## config.mk

```make
export PLATFORM = sky130hd
export DESIGN_NAME = pcc_power_clock
export DESIGN_NICKNAME = d
export VERILOG_FILES = /design/src/pkg/pcc_pkg.sv /design/src/pcc_mod_div.sv /design/src/pcc_power_clock.sv
export SDC_FILE = /design/constraint.sdc
export NUM_CORES = 1
export LEC_CHECK = 0
export ABC_AREA = 1
export BUFFER_PORTS_ARGS = -buffer_cell sky130_fd_sc_hd__buf_2
export CAP_MARGIN = 15
export CORE_ASPECT_RATIO = 1.25
export CORE_MARGIN = 10
export CORE_UTILIZATION = 40
export DETAILED_ROUTE_END_ITERATION = 12
export SYNTH_ARGS = -nofsm -noshare
export SYNTH_HDL_FRONTEND = slang
export SYNTH_SLANG_ARGS = --single-unit
```

## constraint.sdc

```tcl
create_clock -name mclk -period 2.4 [get_ports mclk]
set_input_delay 0.12 -clock mclk [delete_from_list [all_inputs] [get_ports mclk]]
set_output_delay 0.12 -clock mclk [all_outputs]
set_load 0.02 [all_outputs]
```

## src/pkg/pcc_pkg.sv

```systemverilog
/*
  Package for the power and clock control block: register address, field
  positions, reset value and enumerations. Assumes a single 8-bit register
  written and read by an upstream serial interface decoder.
*/
package pcc_pkg;
  // Register address and reset value
  localparam logic [7:0] PCC_ADDR = 8'h15;
  localparam logic [7:0] PCC_RESET_VAL = 8'h00;
  localparam logic [7:0] PCC_PDN_VAL = 8'h08;
  // Field positions
  localparam int PCC_CLKSEL_HI = 7;
  localparam int PCC_CLKSEL_LO = 6;
  localparam int PCC_DIV_HI = 5;
  localparam int PCC_DIV_LO = 4;
  localparam int PCC_PDN_BIT = 3;
  localparam int PCC_RAW_BIT = 2;
  localparam int PCC_PWR_HI = 1;
  localparam int PCC_PWR_LO = 0;
  // Divider ratios per code
  localparam logic [4:0] PCC_DIV16 = 5'h10;
  localparam logic [4:0] PCC_DIV8 = 5'h08;
  localparam logic [4:0] PCC_DIV4 = 5'h04;
  localparam logic [4:0] PCC_DIV2 = 5'h02;

  typedef enum logic [1:0] {
    PCC_CLK_CMOS = 2'h0,
    PCC_CLK_XTAL = 2'h1,
    PCC_CLK_LVDS = 2'h2,
    PCC_CLK_RC = 2'h3
  } pcc_clk_src_t;

  typedef enum logic [1:0] {
    PCC_PWR_LOW = 2'h0,
    PCC_PWR_UNDEF = 2'h1,
    PCC_PWR_MEDIAN = 2'h2,
    PCC_PWR_FAST = 2'h3
  } pcc_pwr_t;

  // Gray-coded power state
  typedef enum logic [0:0] {
    PCC_ST_ON = 1'b0,
    PCC_ST_DOWN = 1'b1
  } pcc_state_t;

  // Register write and read request from the serial decoder
  typedef struct packed {
    logic wr;
    logic rd;
    logic [7:0] addr;
    logic [7:0] wdata;
  } pcc_req_t;

  // Decoded configuration driven into the core
  typedef struct packed {
    pcc_clk_src_t clk_src;
    logic [1:0] div_code;
    logic raw_modulator_output;
    pcc_pwr_t core_power_level;
    logic powered_down;
  } pcc_cfg_t;
endpackage : pcc_pkg

```

## src/pcc_mod_div.sv

```systemverilog
/*
  Modulator clock divider: a free counter producing a one-cycle tick every
  ratio cycles of mclk. Assumes the ratio is stable or changes only rarely.
*/
`timescale 1ns/1ps
module pcc_mod_div #(
  parameter int CW = 5
) (
  input wire logic mclk,
  input wire logic rst_n,
  input wire logic run,
  input wire logic [CW-1:0] ratio,
  output logic tick
);
  typedef struct packed {
    logic [CW-1:0] cnt;
    logic tick;
  } pcc_div_st_t;

  pcc_div_st_t st_r;
  pcc_div_st_t st_nxt;

  // Count up to ratio-1, then wrap and pulse
  always_comb begin
    st_nxt = st_r;
    st_nxt.tick = 1'b0;
    if (!run) begin
      st_nxt.cnt = '0;
    end else if (st_r.cnt >= ratio - CW'(1)) begin
      st_nxt.cnt = '0;
      st_nxt.tick = 1'b1;
    end else begin
      st_nxt.cnt = st_r.cnt + CW'(1);
    end
  end

  // State register
  always_ff @(posedge mclk or negedge rst_n) begin
    if (!rst_n) begin
      st_r <= '0;
    end else begin
      st_r <= st_nxt;
    end
  end

  assign tick = st_r.tick;
endmodule : pcc_mod_div

```

## src/pcc_power_clock.sv

```systemverilog
/*
  Power and clock control register with power-down sequencing and the
  modulator clock divider.
  Holds the register, decides which writes are taken, tracks the power
  state and decodes the stored fields into a configuration word.
  Assumes an upstream serial decoder that presents single-cycle write and
  read strobes, and a separate resume command detector that stays alive
  while the device is powered down. A power cycle reaches this logic as
  a reset. Reads return the stored power field, not the forced level, and
  an undefined power code is reported to the core as low power.
*/
// Behaviour
// - Register sits at address 0x15, resets to all zeros.
// - Bits 7:6 choose CMOS, crystal, LVDS or internal RC clock.
// - Bits 5:4 divide master clock by 16, 8, 4 or 2.
// - Write with bit 3 and any other bit set is discarded entirely.
// - Powered down: all blocks and serial interface shut off.
// - Power-down left only by reset, resume command, or power cycle.
// - Raw modulator output forces low power, ignores power field writes.
// - Bits 1:0 select low, median or fast core power level.
`timescale 1ns/1ps
module pcc_power_clock (
  input wire logic mclk,
  input wire logic rst_n,
  input wire pcc_pkg::pcc_req_t req,
  input wire logic resume_cmd,
  output logic [7:0] rdata,
  output logic rvalid,
  output logic spi_enable,
  output pcc_pkg::pcc_cfg_t cfg,
  output logic mod_clk_tick
);
  typedef struct packed {
    logic [7:0] reg_val;
    pcc_pkg::pcc_state_t state;
    logic [7:0] rdata;
    logic rvalid;
    pcc_pkg::pcc_cfg_t cfg;
    logic spi_enable;
    logic tick;
  } pcc_st_t;

  pcc_st_t st_r;
  pcc_st_t st_nxt;
  logic [4:0] ratio;
  logic div_tick;
  // Divider enable
  logic div_run;
  // Request decode
  logic hit_wr;
  logic hit_rd;
  logic pdn_set;
  logic pdn_req;
  logic plain_wr;
  logic wr_take;
  logic rd_take;
  logic resume_take;
  logic raw_lock;
  // Next register, power state, read data and configuration
  logic [7:0] wr_val;
  logic [7:0] wv;
  logic [7:0] rdata_nxt;
  pcc_pkg::pcc_state_t state_nxt;
  pcc_pkg::pcc_cfg_t cfg_nxt;

  // Divider ratio from the divider field
  always_comb begin
    case (st_r.reg_val[pcc_pkg::PCC_DIV_HI:pcc_pkg::PCC_DIV_LO])
      2'h0: ratio = pcc_pkg::PCC_DIV16;
      2'h1: ratio = pcc_pkg::PCC_DIV8;
      2'h2: ratio = pcc_pkg::PCC_DIV4;
      2'h3: ratio = pcc_pkg::PCC_DIV2;
      default: ratio = pcc_pkg::PCC_DIV16;
    endcase
  end

  // Divider runs only while on; stopping it also restarts its phase on resume
  assign div_run = (st_r.state == pcc_pkg::PCC_ST_ON);

  // Divider is stopped while powered down
  pcc_mod_div #(
    .CW(5)
  ) u_div (
    .mclk(mclk),
    .rst_n(rst_n),
    .run(div_run),
    .ratio(ratio),
    .tick(div_tick)
  );

  // Classify the request of this cycle; an address miss is simply not seen
  always_comb begin
    hit_wr = req.wr && (req.addr == pcc_pkg::PCC_ADDR);
    hit_rd = req.rd && (req.addr == pcc_pkg::PCC_ADDR);
    pdn_set = req.wdata[pcc_pkg::PCC_PDN_BIT];
    // Only the exact power-down value may carry bit 3
    pdn_req = hit_wr && (req.wdata == pcc_pkg::PCC_PDN_VAL);
    // Bit 3 with any other bit is neither kind, so that write is dropped whole
    plain_wr = hit_wr && !pdn_set;
    wr_take = pdn_req || plain_wr;
    resume_take = resume_cmd && (st_r.state == pcc_pkg::PCC_ST_DOWN);
    raw_lock = st_r.reg_val[pcc_pkg::PCC_RAW_BIT];
  end

  // Value a taken write leaves behind
  always_comb begin
    wr_val = req.wdata;
    // The stored raw bit locks the power field; the write that sets raw is not locked
    if (raw_lock) begin
      wr_val[pcc_pkg::PCC_PWR_HI:pcc_pkg::PCC_PWR_LO] =
        st_r.reg_val[pcc_pkg::PCC_PWR_HI:pcc_pkg::PCC_PWR_LO];
    end
  end

  // Power state: once down, only reset or the resume command bring it back
  always_comb begin
    state_nxt = st_r.state;
    case (st_r.state)
      pcc_pkg::PCC_ST_ON: begin
        // Exact power-down write is the only way down
        if (pdn_req) begin
          state_nxt = pcc_pkg::PCC_ST_DOWN;
        end
      end
      pcc_pkg::PCC_ST_DOWN: begin
        // Serial traffic is ignored here; the resume detector stays alive
        if (resume_take) begin
          state_nxt = pcc_pkg::PCC_ST_ON;
        end
      end
      default: begin
        state_nxt = pcc_pkg::PCC_ST_ON;
      end
    endcase
  end

  // Register contents: writes land only while on; resume clears the power-down bit
  always_comb begin
    wv = st_r.reg_val;
    // Writes that arrive while down are lost, not queued
    if ((st_r.state == pcc_pkg::PCC_ST_ON) && wr_take) begin
      wv = wr_val;
    end else if (resume_take) begin
      wv[pcc_pkg::PCC_PDN_BIT] = 1'b0;
    end
  end

  // Reads are answered only while on
  assign rd_take = hit_rd && (st_r.state == pcc_pkg::PCC_ST_ON);

  // Read data holds until the next answered read
  always_comb begin
    rdata_nxt = st_r.rdata;
    if (rd_take) begin
      rdata_nxt = st_r.reg_val;
    end
  end

  // Power level the core runs at; raw output overrides the stored field
  function automatic pcc_pkg::pcc_pwr_t pcc_eff_pwr(input logic [7:0] v);
    pcc_pkg::pcc_pwr_t lvl;
    if (v[pcc_pkg::PCC_RAW_BIT]) begin
      lvl = pcc_pkg::PCC_PWR_LOW;
    end else begin
      case (v[pcc_pkg::PCC_PWR_HI:pcc_pkg::PCC_PWR_LO])
        2'h0: lvl = pcc_pkg::PCC_PWR_LOW;
        2'h1: lvl = pcc_pkg::PCC_PWR_LOW;
        2'h2: lvl = pcc_pkg::PCC_PWR_MEDIAN;
        2'h3: lvl = pcc_pkg::PCC_PWR_FAST;
        default: lvl = pcc_pkg::PCC_PWR_LOW;
      endcase
    end
    return lvl;
  endfunction : pcc_eff_pwr

  // Field decode into the configuration word for the core
  always_comb begin
    cfg_nxt = '0;
    case (wv[pcc_pkg::PCC_CLKSEL_HI:pcc_pkg::PCC_CLKSEL_LO])
      2'h0: cfg_nxt.clk_src = pcc_pkg::PCC_CLK_CMOS;
      2'h1: cfg_nxt.clk_src = pcc_pkg::PCC_CLK_XTAL;
      2'h2: cfg_nxt.clk_src = pcc_pkg::PCC_CLK_LVDS;
      2'h3: cfg_nxt.clk_src = pcc_pkg::PCC_CLK_RC;
      default: cfg_nxt.clk_src = pcc_pkg::PCC_CLK_CMOS;
    endcase
    cfg_nxt.div_code = wv[pcc_pkg::PCC_DIV_HI:pcc_pkg::PCC_DIV_LO];
    cfg_nxt.raw_modulator_output = wv[pcc_pkg::PCC_RAW_BIT];
    cfg_nxt.core_power_level = pcc_eff_pwr(wv);
    cfg_nxt.powered_down = (state_nxt == pcc_pkg::PCC_ST_DOWN);
  end

  // Next copy of the whole state
  always_comb begin
    st_nxt = st_r;
    st_nxt.reg_val = wv;
    st_nxt.state = state_nxt;
    // Valid is a single-cycle pulse beside the held read data
    st_nxt.rvalid = rd_take;
    st_nxt.rdata = rdata_nxt;
    st_nxt.cfg = cfg_nxt;
    st_nxt.spi_enable = (state_nxt == pcc_pkg::PCC_ST_ON);
    // Gate with the next state so no stray tick leaks into power-down
    st_nxt.tick = div_tick && (state_nxt == pcc_pkg::PCC_ST_ON);
  end

  // State register; reset pin also ends power-down
  always_ff @(posedge mclk or negedge rst_n) begin
    if (!rst_n) begin
      st_r.reg_val <= pcc_pkg::PCC_RESET_VAL;
      st_r.state <= pcc_pkg::PCC_ST_ON;
      st_r.rdata <= 8'h00;
      st_r.rvalid <= 1'b0;
      st_r.cfg <= '0;
      st_r.spi_enable <= 1'b1;
      st_r.tick <= 1'b0;
    end else begin
      st_r <= st_nxt;
    end
  end

  assign rdata = st_r.rdata;
  assign rvalid = st_r.rvalid;
  assign spi_enable = st_r.spi_enable;
  assign cfg = st_r.cfg;
  assign mod_clk_tick = st_r.tick;
endmodule : pcc_power_clock
```

[Yosys cells after proc, flatten, opt, wreduce, memory -nomap -nowiden]
Cells that the tools add are included.
Widths: inputs -> output; s select.
Word-level totals
  output and inout port bits: 19
  bits in registers: 33
Cells by class
  reduce and logical (&&, ||, !) cells: 15
  bitwise logic cells: 2
  equality and inequality tests: 11
  mux-type cells: 16
  $add $sub $neg: 2
  order comparisons: 1
Operators by type and width (count)
  $pmux 5 s4: 1
  $eq 2x2->1 const B: 6
  $mux 5: 2
  $eq 8x4->1 const B: 1
  $eq 8x5->1 const B: 1
  $logic_and 1x1->1: 8
  $pmux 2 s4: 1
  $eq 2x1->1 const B: 3
  $logic_not 2->1: 3
  $mux 1: 6
  $pmux 2 s3: 1
  $add 5x1->5 const B: 1
  $ge 5x5->1: 1
  $sub 5x1->5 const B: 1
  $mux 2: 2
  $mux 4: 1
  $mux 3: 1
  $not 1->1: 2
  $pmux 1 s2: 1
  $reduce_bool 2->1: 1
  $reduce_or 2->1: 1
  $logic_not 1->1: 1
  $logic_or 1x1->1: 1

[Logic depth before layout (Yosys ltp)]
Gate-level depths: netlist of the first run.
  depth in word-level cells: 10
  depth in mapped cells: 11

[Hierarchy]
A second synthesis of the first run with hierarchy kept.
Unflattened totals
  cell total of the unflattened synthesis: 196
  area total of the unflattened synthesis: 1592.8 um^2
Modules (own cells, without submodules)
  pcc_power_clock: seq. area each 551.8 um^2, area an instance 1119.8 um^2, cells each 134, instances 1
  pcc_mod_div: seq. area each 150.1 um^2, area an instance 473.0 um^2, cells each 62, instances 1

[Worst setup path after synthesis of the first run]
No wires, ideal clock.
  kind: flip-flop to flip-flop
  from: register st_r[25] (netlist name)
  to: register u_div.st_r[1] (netlist name)
  required time: 2.328 ns
  stages on the path, launching flop included: 10
  path slack: 1.066 ns
  data arrival time: 1.262 ns
  period minus slack after synthesis: 1.334 ns
  cell sequence: dfrtp_1 inv_1 nand2_1 ha_1 nand2_1 inv_1 nand4_1 o211a_1 nand2_1 nor2_1
RTL lines
  from (decl): line pcc_power_clock.sv:43  | pcc_st_t st_r;
  from (signal assigned): line pcc_power_clock.sv:217  | st_r <= st_nxt;
  to (signal assigned): line pcc_mod_div.sv:42  | st_r <= st_nxt;
  to (decl): line pcc_mod_div.sv:20  | pcc_div_st_t st_r;

==> impl_metrics.ini, run 1 <==
[route]
drtIter0Drc = 20
drc_errors = 0
ant_nets = 0
wl_met3_um = 214
wl_met1_um = 1127
vias = 1008
firstDrtPassIters = 4
vias_per_cell = 4.460
wl_per_cell_um = 11.92
dr.max_layer_used = met4
wl_um = 2693
wl_met2_um = 1314

[timing]
relSlewSlack_pct = 58.83
setup_viol = 0
finalHoldViolations = 0
finalCritPeriodShare_pct = 62.30
tns_ps = 0
rsz0062_at_grt = no
fin_crit_ps = 1495
clock_skew_ps = 4.017
slew_viol_final = 0
tightestPinTransition_ps = 617.5
fmax_ghz = 0.6688

[floorplan]
die_area_um2 = 6327
rows = 24
dieHeight_um = 86.47
die_w_um = 73.18
num_io_pins = 40
core_area_um2 = 3453
initial_core_util_pct = 40.94

[synthesis]
synth_area_um2 = 1414
synth_xor_area_share_pct = 1.858
synth_fp_nets = 187
synthSimpleGateAreaFrac_pct = 21.77
synthFlopType = dfrtp_1
ys_seq_area_share_pct = 49.65
synth_edf_count = 0
synth_mux_area_share_pct = 0
synth_adder_area_share_pct = 4.425
synth_seq_cells = 28
synth_cell_types = 25
synth_compound_area_share_pct = 5.664
synth_cells = 161
avgSynthCellArea_um2 = 8.782
synth_top_family_by_area = simple AND/OR/NAND/NOR gates
async_flop_share_pct = 100.0
ys_warn_count = 0

[clock_network]
clk_pin_slew_ps = 90
cts-root-buf = clkbuf_8
htreeDepth = 1
postCtsSetupBuffers = 0
clock_latency_ps = 270
cts_buffer_depth = 2
cts-buffers-inserted = 3
cts_sinks = 28
cts_tree = yes

[global_routing]
grtUsageTotal_pct = 9.137
antenna_found_initial = 0
grt_pass1_vias = 1107
overflow = 0
grt_max_degree = 29
grt_first_pass_wirelength_um = 4733

[finish]
final_common_cell = buf_2
final_cell_mix = 39 x buf_2, 35 x nand2_1, 27 x dfrtp_1, 25 x inv_1, 10 x o21ai_0
antennaDiodeCount = 0
area_delta_synth_final_pct = 13.89
nFillCells = 350
instances_no_fill = 226
drive_above_1_share_pct = 31.02
nNetsFinal = 214

[worst_setup_path]
reg2reg_depth = 9
path_class = reg2reg
worst-path-max-fanout = 5
cp.arrival_ps = 1690
worstPathRequired_ps = 2600
cp-end-kind = register
startpoint_type = register

[power_and_ir_drop]
p_leak_nw = 0.9538
irDropWorstVdd_mv = 0.2645
p_per_area_nw_per_um2 = 715.2

[flow_run]
drv_cap = 0

[place]
gp_congestion = 0.7420
portBuffers = 39
placed_cells = 221
place_hpwl_um = 2216

[worst_hold_path]
holdPathStages = 3
hp-class = in2reg

[run_status]
status = completed
state kept, by name, summed over array words and instances, names as in the netlist, named ones only:
| name | flops |
|---|---|
| rdata | 8 |
| u_div.st_r | 5 |
| cfg | 4 |
| st_r | 4 |
| mod_clk_tick | 1 |
| raw_lock | 1 |
| rvalid | 1 |
| spi_enable | 1 |
| u_div.tick | 1 |
power breakdown:
group / switching (mW) / leakage, nW / total, mW / internal (mW)
clock: 0.140 / 0.0357 / 0.362 / 0.223
sequential: 0.0460 / 0.370 / 0.575 / 0.529
combinational: 0.120 / 0.548 / 0.214 / 0.0941
total: 0.305 / 0.954 / 1.15 / 0.846
area by class of cell:
type	instances	area, µm²	area share [%]
Clock buffer	3	41.29	2.564
Clock inverter	1	30.03	1.865
Inverter	27	102.6	6.371
Multi-Input combinational cell	88	480.5	29.84
Sequential cell	28	701.9	43.59
Tap cell	39	48.80	3.030
Timing Repair Buffer	40	205.2	12.74
routing by layer:
layer	global-route usage, %	up-vias
li1	-	522
met1	9.823	457
met2	15.58	27
met3	3.432	2
met4	3.633	0
met5	0	-
metrics by stage:
step / power [mW] / utilization, % / hold slack (ps) / cell area, µm² / setup slack (ps)
floorplan: 0.7332 / - / -175.6 / 1414 / 1066
global placement: 0.7895 / 44.28 / 164.5 / 1529 / 894.2
detailed placement: 0.8033 / 44.28 / 174.6 / 1529 / 907.4
CTS: 1.171 / 46.63 / 101.5 / 1610 / 885.8
global route: 1.234 / 46.63 / 115.3 / 1610 / 706.1
finish: 1.152 / 46.63 / 112.1 / 1610 / 904.8
critical path, stage by stage (launching register included):
cell,delay [ps]
dfrtp_1,420
inv_1,90
nand2_1,60
ha_1,280
nand2_1,80
inv_1,40
nand4_1,60
o211a_1,170
nand2_1,110
nor2_1,120
cells by family after synthesis:
group	count (synthesis)
AO/OA/AOI/OAI	15
XOR/XNOR	3
buffers and inverters	45
flip-flops	28
adder cells (fa/ha/maj)	5
other	1
AND/OR/NAND/NOR	64
synthesized netlist by cell type (all sizes together) (2+ instances only):
library cell | count | area, µm²
nor2 | 13 | 77.57
a21oi | 3 | 15.01
buf | 17 | 125.1
nand3 | 5 | 25.02
xor2 | 2 | 17.52
inv | 26 | 97.59
o21ai | 11 | 55.05
dfrtp | 27 | 675.7
nand4 | 3 | 18.77
nand2 | 43 | 186.4
ha | 5 | 62.56
timing repair:
action                    4_1_cts  5_1_grt
hold endpoints to repair       27        0
hold buffers                    1        0
resized for setup               0        0
final timing paths:
path	from	to	slack, ps
setup reg to reg	cfg[4]	u_div.st_r[2]	900
setup / recovery	cfg[4]	u_div.st_r[2]	900
max in group asynchronous	rst_n	u_div.tick	1610
hold / removal	req[0]	st_r[20]	110
hold reg to reg	cfg[0]	u_div.tick	480
min in group asynchronous	rst_n	u_div.st_r[4]	390
Note: power is estimated with default switching activity, not from simulation.
==> run 2, diff against run 1 <==
Clock period 2.4 ns to 1.4 ns, I/O delays scaled along.
==> impl_metrics.ini, run 2 (synthesis results as in run 1) <==
[route]
ant_nets = 0
drc_errors = 0
wl_per_cell_um = 12.39
vias_per_cell = 4.468
vias = 1032
dr.max_layer_used = met4
wl_met2_um = 1392
wl_met3_um = 213
wl_um = 2861
drtIter0Drc = 56
firstDrtPassIters = 4
wl_met1_um = 1200

[power_and_ir_drop]
p_per_area_nw_per_um2 = 1216
p_clk_share_pct = 31.1
irDropWorstVdd_mv = 0.7172
seqPwrFrac_pct = 48.5
p_leak_nw = 0.9834
netSwitchingFraction_pct = 27.94
switchingPower_mw = 0.5761
power.internal_mw = 1.486
combPwrFrac_pct = 20.4

[timing]
relSlewSlack_pct = 59.03
finalHoldViolations = 0
timing.final.ws_setup_ps = -13.21
tightestPinTransition_ps = 614.5
slew_viol_final = 0
fin_hold_ws_ps = 29.64
tns_ps = -37.01
finalCritPeriodShare_pct = 100.9
setup_viol = 5
fin_crit_ps = 1413
fmax_ghz = 0.7076
rsz0062_at_grt = yes
clock_skew_ps = 3.798

[worst_setup_path]
cp.arrival_ps = 1590
worstPathRequired_ps = 1580
path_class = reg2reg
cp-end-kind = register
startpoint_type = register
worst-path-max-fanout = 5

[clock_network]
clk_pin_slew_ps = 100
clock_latency_ps = 280
cts_tree = yes
cts_buffer_depth = 2
htreeDepth = 1
cts_sinks = 28
cts-root-buf = clkbuf_8
cts-buffers-inserted = 3

[finish]
final_cell_mix = 39 x buf_2, 32 x nand2_1, 27 x dfrtp_1, 22 x inv_1, 10 x o21ai_0
nFillCells = 336
reg_top3 = rdata: 8 flops, u_div.st_r: 5 flops
drive_above_1_share_pct = 38.54
largest_register_ffs = 8
multi_input_area_um2 = 528.0
max_flop_register = rdata
final_common_cell = buf_2
area_delta_synth_final_pct = 19.91
nNetsFinal = 219
antennaDiodeCount = 0
regArea_um2 = 701.9

[run_status]
violations = setup timing
status = finished with violations

[global_routing]
overflow = 0
grt_pass1_vias = 1076
antenna_found_initial = 0
grt_first_pass_wirelength_um = 4864
grtUsageTotal_pct = 9.536
grt_max_degree = 29

[floorplan]
dieHeight_um = 86.47
die_w_um = 73.18
initial_core_util_pct = 40.94
rows = 24
num_io_pins = 40
die_area_um2 = 6327
core_area_um2 = 3453

[place]
portBuffers = 39
place_hpwl_um = 2291
gp_congestion = 0.7715

[flow_run]
drv_cap = 0

[worst_hold_path]
hp-class = in2reg
[run 2: path summary, 6_finish.rpt]
path / to / startpoint / cells past startpoint / slack, ps
max: u_div.st_r[3] / cfg[4] / 9 / -10
min: st_r[20] / req[0] / 3 / 30
max reg2reg: u_div.st_r[3] / cfg[4] / 9 / -10
min reg2reg: rdata[7] / rdata[7] / 2 / 480
max in group asynchronous: u_div.st_r[1] / rst_n / 2 / 680
min in group asynchronous: rdata[7] / rst_n / 2 / 330
[run 2: final cells by class]
cell class              count  area share (%)
well taps                  39           2.878
inverters                  27           6.052
repair buffers             45           14.32
multi-input cells          88           31.14
clock buffers               3           2.435
flip-flops and latches     28           41.40
clock inverters             1           1.771
[run 2: timing repair]
action,4_1_cts,5_1_grt
pin swaps,7,10
setup buffers,0,1
endpoints found under the setup margin,5,7
endpoints found under the hold margin,27,0
hold buffers,1,0
resized for setup,2,10
cloned,0,0
[run 2: layer usage]
layer,vias up,track usage (%)
met1,464,11.20
met5,-,0
li1,532,-
met2,32,15.19
met3,4,2.975
met4,0,4.671
[run 2: critical path: stages, from the launching register on]
cell	delay, ps
dfrtp_1	440
inv_2	80
nand2_2	70
ha_4	270
nand2_4	40
inv_2	40
nand4_1	60
o211a_1	160
nand2_2	110
nor2_1	60
[run 2: stage by stage]
stage	area (µm²)	worst slack (ps)	utilization [%]	instances	power, mW
4_1_cts	1645	-82.31	47.64	230	2.025
2_1_floorplan	1414	65.70	-	161	1.257
6_report	1695	-13.21	49.09	231	2.062
5_1_grt	1695	-81.63	49.09	231	2.209
3_5_place_dp	1559	-90.56	45.14	225	1.374
3_3_place_gp	1559	5.053	45.14	225	1.356
[run 2: power by group through the flow]
stage / clock network [mW] / logic (mW) / registers, mW
floorplan: 0 / 0.264 / 0.993
global placement: 0 / 0.354 / 1.00
detailed placement: 0 / 0.369 / 1.01
CTS: 0.657 / 0.377 / 0.991
global route: 0.694 / 0.497 / 1.02
finish: 0.641 / 0.421 / 0.999
==> run 3, diff against run 2 <==
Settings changed: PLACE_DENSITY set to 0.64.
==> impl_metrics.ini, run 3 (synthesis results as in run 1) <==
[run_status]
status = finished with violations
violations = setup timing

[finish]
reg_top3 = rdata: 8 flops, u_div.st_r: 5 flops
largest_register_ffs = 8
max_flop_register = rdata
area_delta_synth_final_pct = 18.76
instances_no_fill = 233
fin_util_pct = 48.62
drive_above_1_share_pct = 36.08
final_cell_mix = 39 x buf_2, 34 x nand2_1, 27 x dfrtp_1, 25 x inv_1, 10 x o21ai_0
nNetsFinal = 221
antennaDiodeCount = 0
final_common_cell = buf_2
nFillCells = 331

[worst_setup_path]
worst-path-max-fanout = 5
crit_end = u_div.st_r[4]
path_class = reg2reg
r2r-start = st_r[25]
crit_slowest_cell = dfrtp_1
path_buf_inv = 2
rrSetupSlack_ps = -40
rr_endpoint = u_div.st_r[4]
reg2reg_depth = 9
cp.arrival_ps = 1650
critPathLaunch = st_r[25]
critical_path_depth = 9
crit_chain = inv_1, nand2_1, ha_1, nand2_1, inv_1, nand4_1, o211a_1, nand2_2, nor2_1
cp-end-kind = register
worstPathRequired_ps = 1610
crit_path_max_incr_delay_ps = 420
cp_top_family = flip-flops
startpoint_type = register

[timing]
fin_crit_ps = 1437
relSlewSlack_pct = 58.02
finalHoldViolations = 0
slew_viol_final = 0
timing.final.ws_setup_ps = -36.82
fmax_ghz = 0.6960
clock_skew_ps = 4.554
setup_viol = 5
tightestPinTransition_ps = 629.6
rsz0062_at_grt = yes
fin_hold_ws_ps = 36.99
finalCritPeriodShare_pct = 102.6

[global_routing]
grt_max_degree = 29
grt_pass1_vias = 1087
grtUsageTotal_pct = 9.175
overflow = 0
antenna_found_initial = 0
grt_first_pass_wirelength_um = 4754

[clock_network]
cts_sinks = 28
htreeDepth = 1
clock_latency_ps = 280
cts-root-buf = clkbuf_8
cts_tree = yes
clk_pin_slew_ps = 100
cts_buffer_depth = 2
cts-buffers-inserted = 3

[power_and_ir_drop]
combPwrFrac_pct = 20.2
switchingPower_mw = 0.5434
power.internal_mw = 1.476
irDropWorstVdd_mv = 0.7063
netSwitchingFraction_pct = 26.91
p_clk_share_pct = 31.4
p_per_area_nw_per_um2 = 1203
seqPwrFrac_pct = 48.4
p_leak_nw = 0.9917

[route]
vias = 1031
vias_per_cell = 4.425
drtIter0Drc = 46
wl_um = 2771
ant_nets = 0
wl_per_cell_um = 11.89
firstDrtPassIters = 2
drc_errors = 0

[floorplan]
num_io_pins = 40
rows = 24
core_area_um2 = 3453
die_w_um = 73.18
die_area_um2 = 6327
initial_core_util_pct = 40.94
dieHeight_um = 86.47

[worst_hold_path]
hp-class = in2reg

[place]
placed_cells = 226
gp_congestion = 0.7807
place_ws_ps = -74.24
portBuffers = 39
place_hpwl_um = 2191

[flow_run]
drv_cap = 0
## run 3: cell count changes in the layout (fill, tap and decap cells not counted), sizes merged
cell | before | now
buf | 44 | 46
## run 3: power groups by stage
stage,registers (mW),logic (mW),clock network [mW]
finish,0.976,0.408,0.635
global route,0.996,0.480,0.688
CTS,0.978,0.402,0.660
detailed placement,0.993,0.397,0
global placement,0.992,0.392,0
floorplan,0.993,0.264,0
## run 3: metrics by stage
stage	power, mW	area, µm²	TNS (ps)
after detailed placement	1.390	1567	-297.3
after global routing	2.163	1679	-510.2
after global placement	1.383	1567	-18.79
after CTS	2.040	1658	-78.79
final	2.019	1679	-136.4
after floorplan	1.257	1414	0
## run 3: repair_timing
action	CTS	global route
endpoints found under the setup margin	5	8
cloned	0	0
endpoints found under the hold margin	27	0
hold buffers	1	0
pin swaps	1	6
buffers inserted	1	1
resized for setup	1	4
## run 3: worst min path at each step
| stage | start | endpoint | slack [ps] | cells past startpoint |
|---|---|---|---|---|
| global route | req[0] | st_r[20] | 40 | 3 |
| floorplan | rst_n | async pin | -230 | 0 |
| detailed placement | rst_n | rdata[5] | 130 | 1 |
| finish | req[0] | st_r[20] | 40 | 3 |
| global placement | rst_n | rdata[5] | 120 | 1 |
| CTS | req[0] | st_r[20] | 50 | 3 |
## run 3: area by class of cell
class	count	area, µm²	area share (%)
Clock buffer	3	41.29	2.459
Clock inverter	1	30.03	1.788
Inverter	27	102.6	6.110
Multi-Input combinational cell	88	496.7	29.58
Sequential cell	28	701.9	41.80
Tap cell	39	48.80	2.906
Timing Repair Buffer	47	257.7	15.35
## run 3: worst reg2reg max path: cells and delay by family (launching register included)
| kind | cells | cell delay [ps] |
|---|---|---|
| AO/OA/AOI/OAI | 1 | 180 |
| flip-flops | 1 | 420 |
| adder cells (fa/ha/maj) | 1 | 260 |
| buffers and inverters | 2 | 120 |
| AND/OR/NAND/NOR | 5 | 400 |
## run 3: per-layer routing
metal / up-vias / global-route usage, % / wire [µm]
li1: 539 / - / -
met1: 459 / 10.00 / 1133
met2: 29 / 15.66 / 1379
met3: 4 / 2.632 / 213
met4: 0 / 4.498 / 45
met5: - / 0 / 0
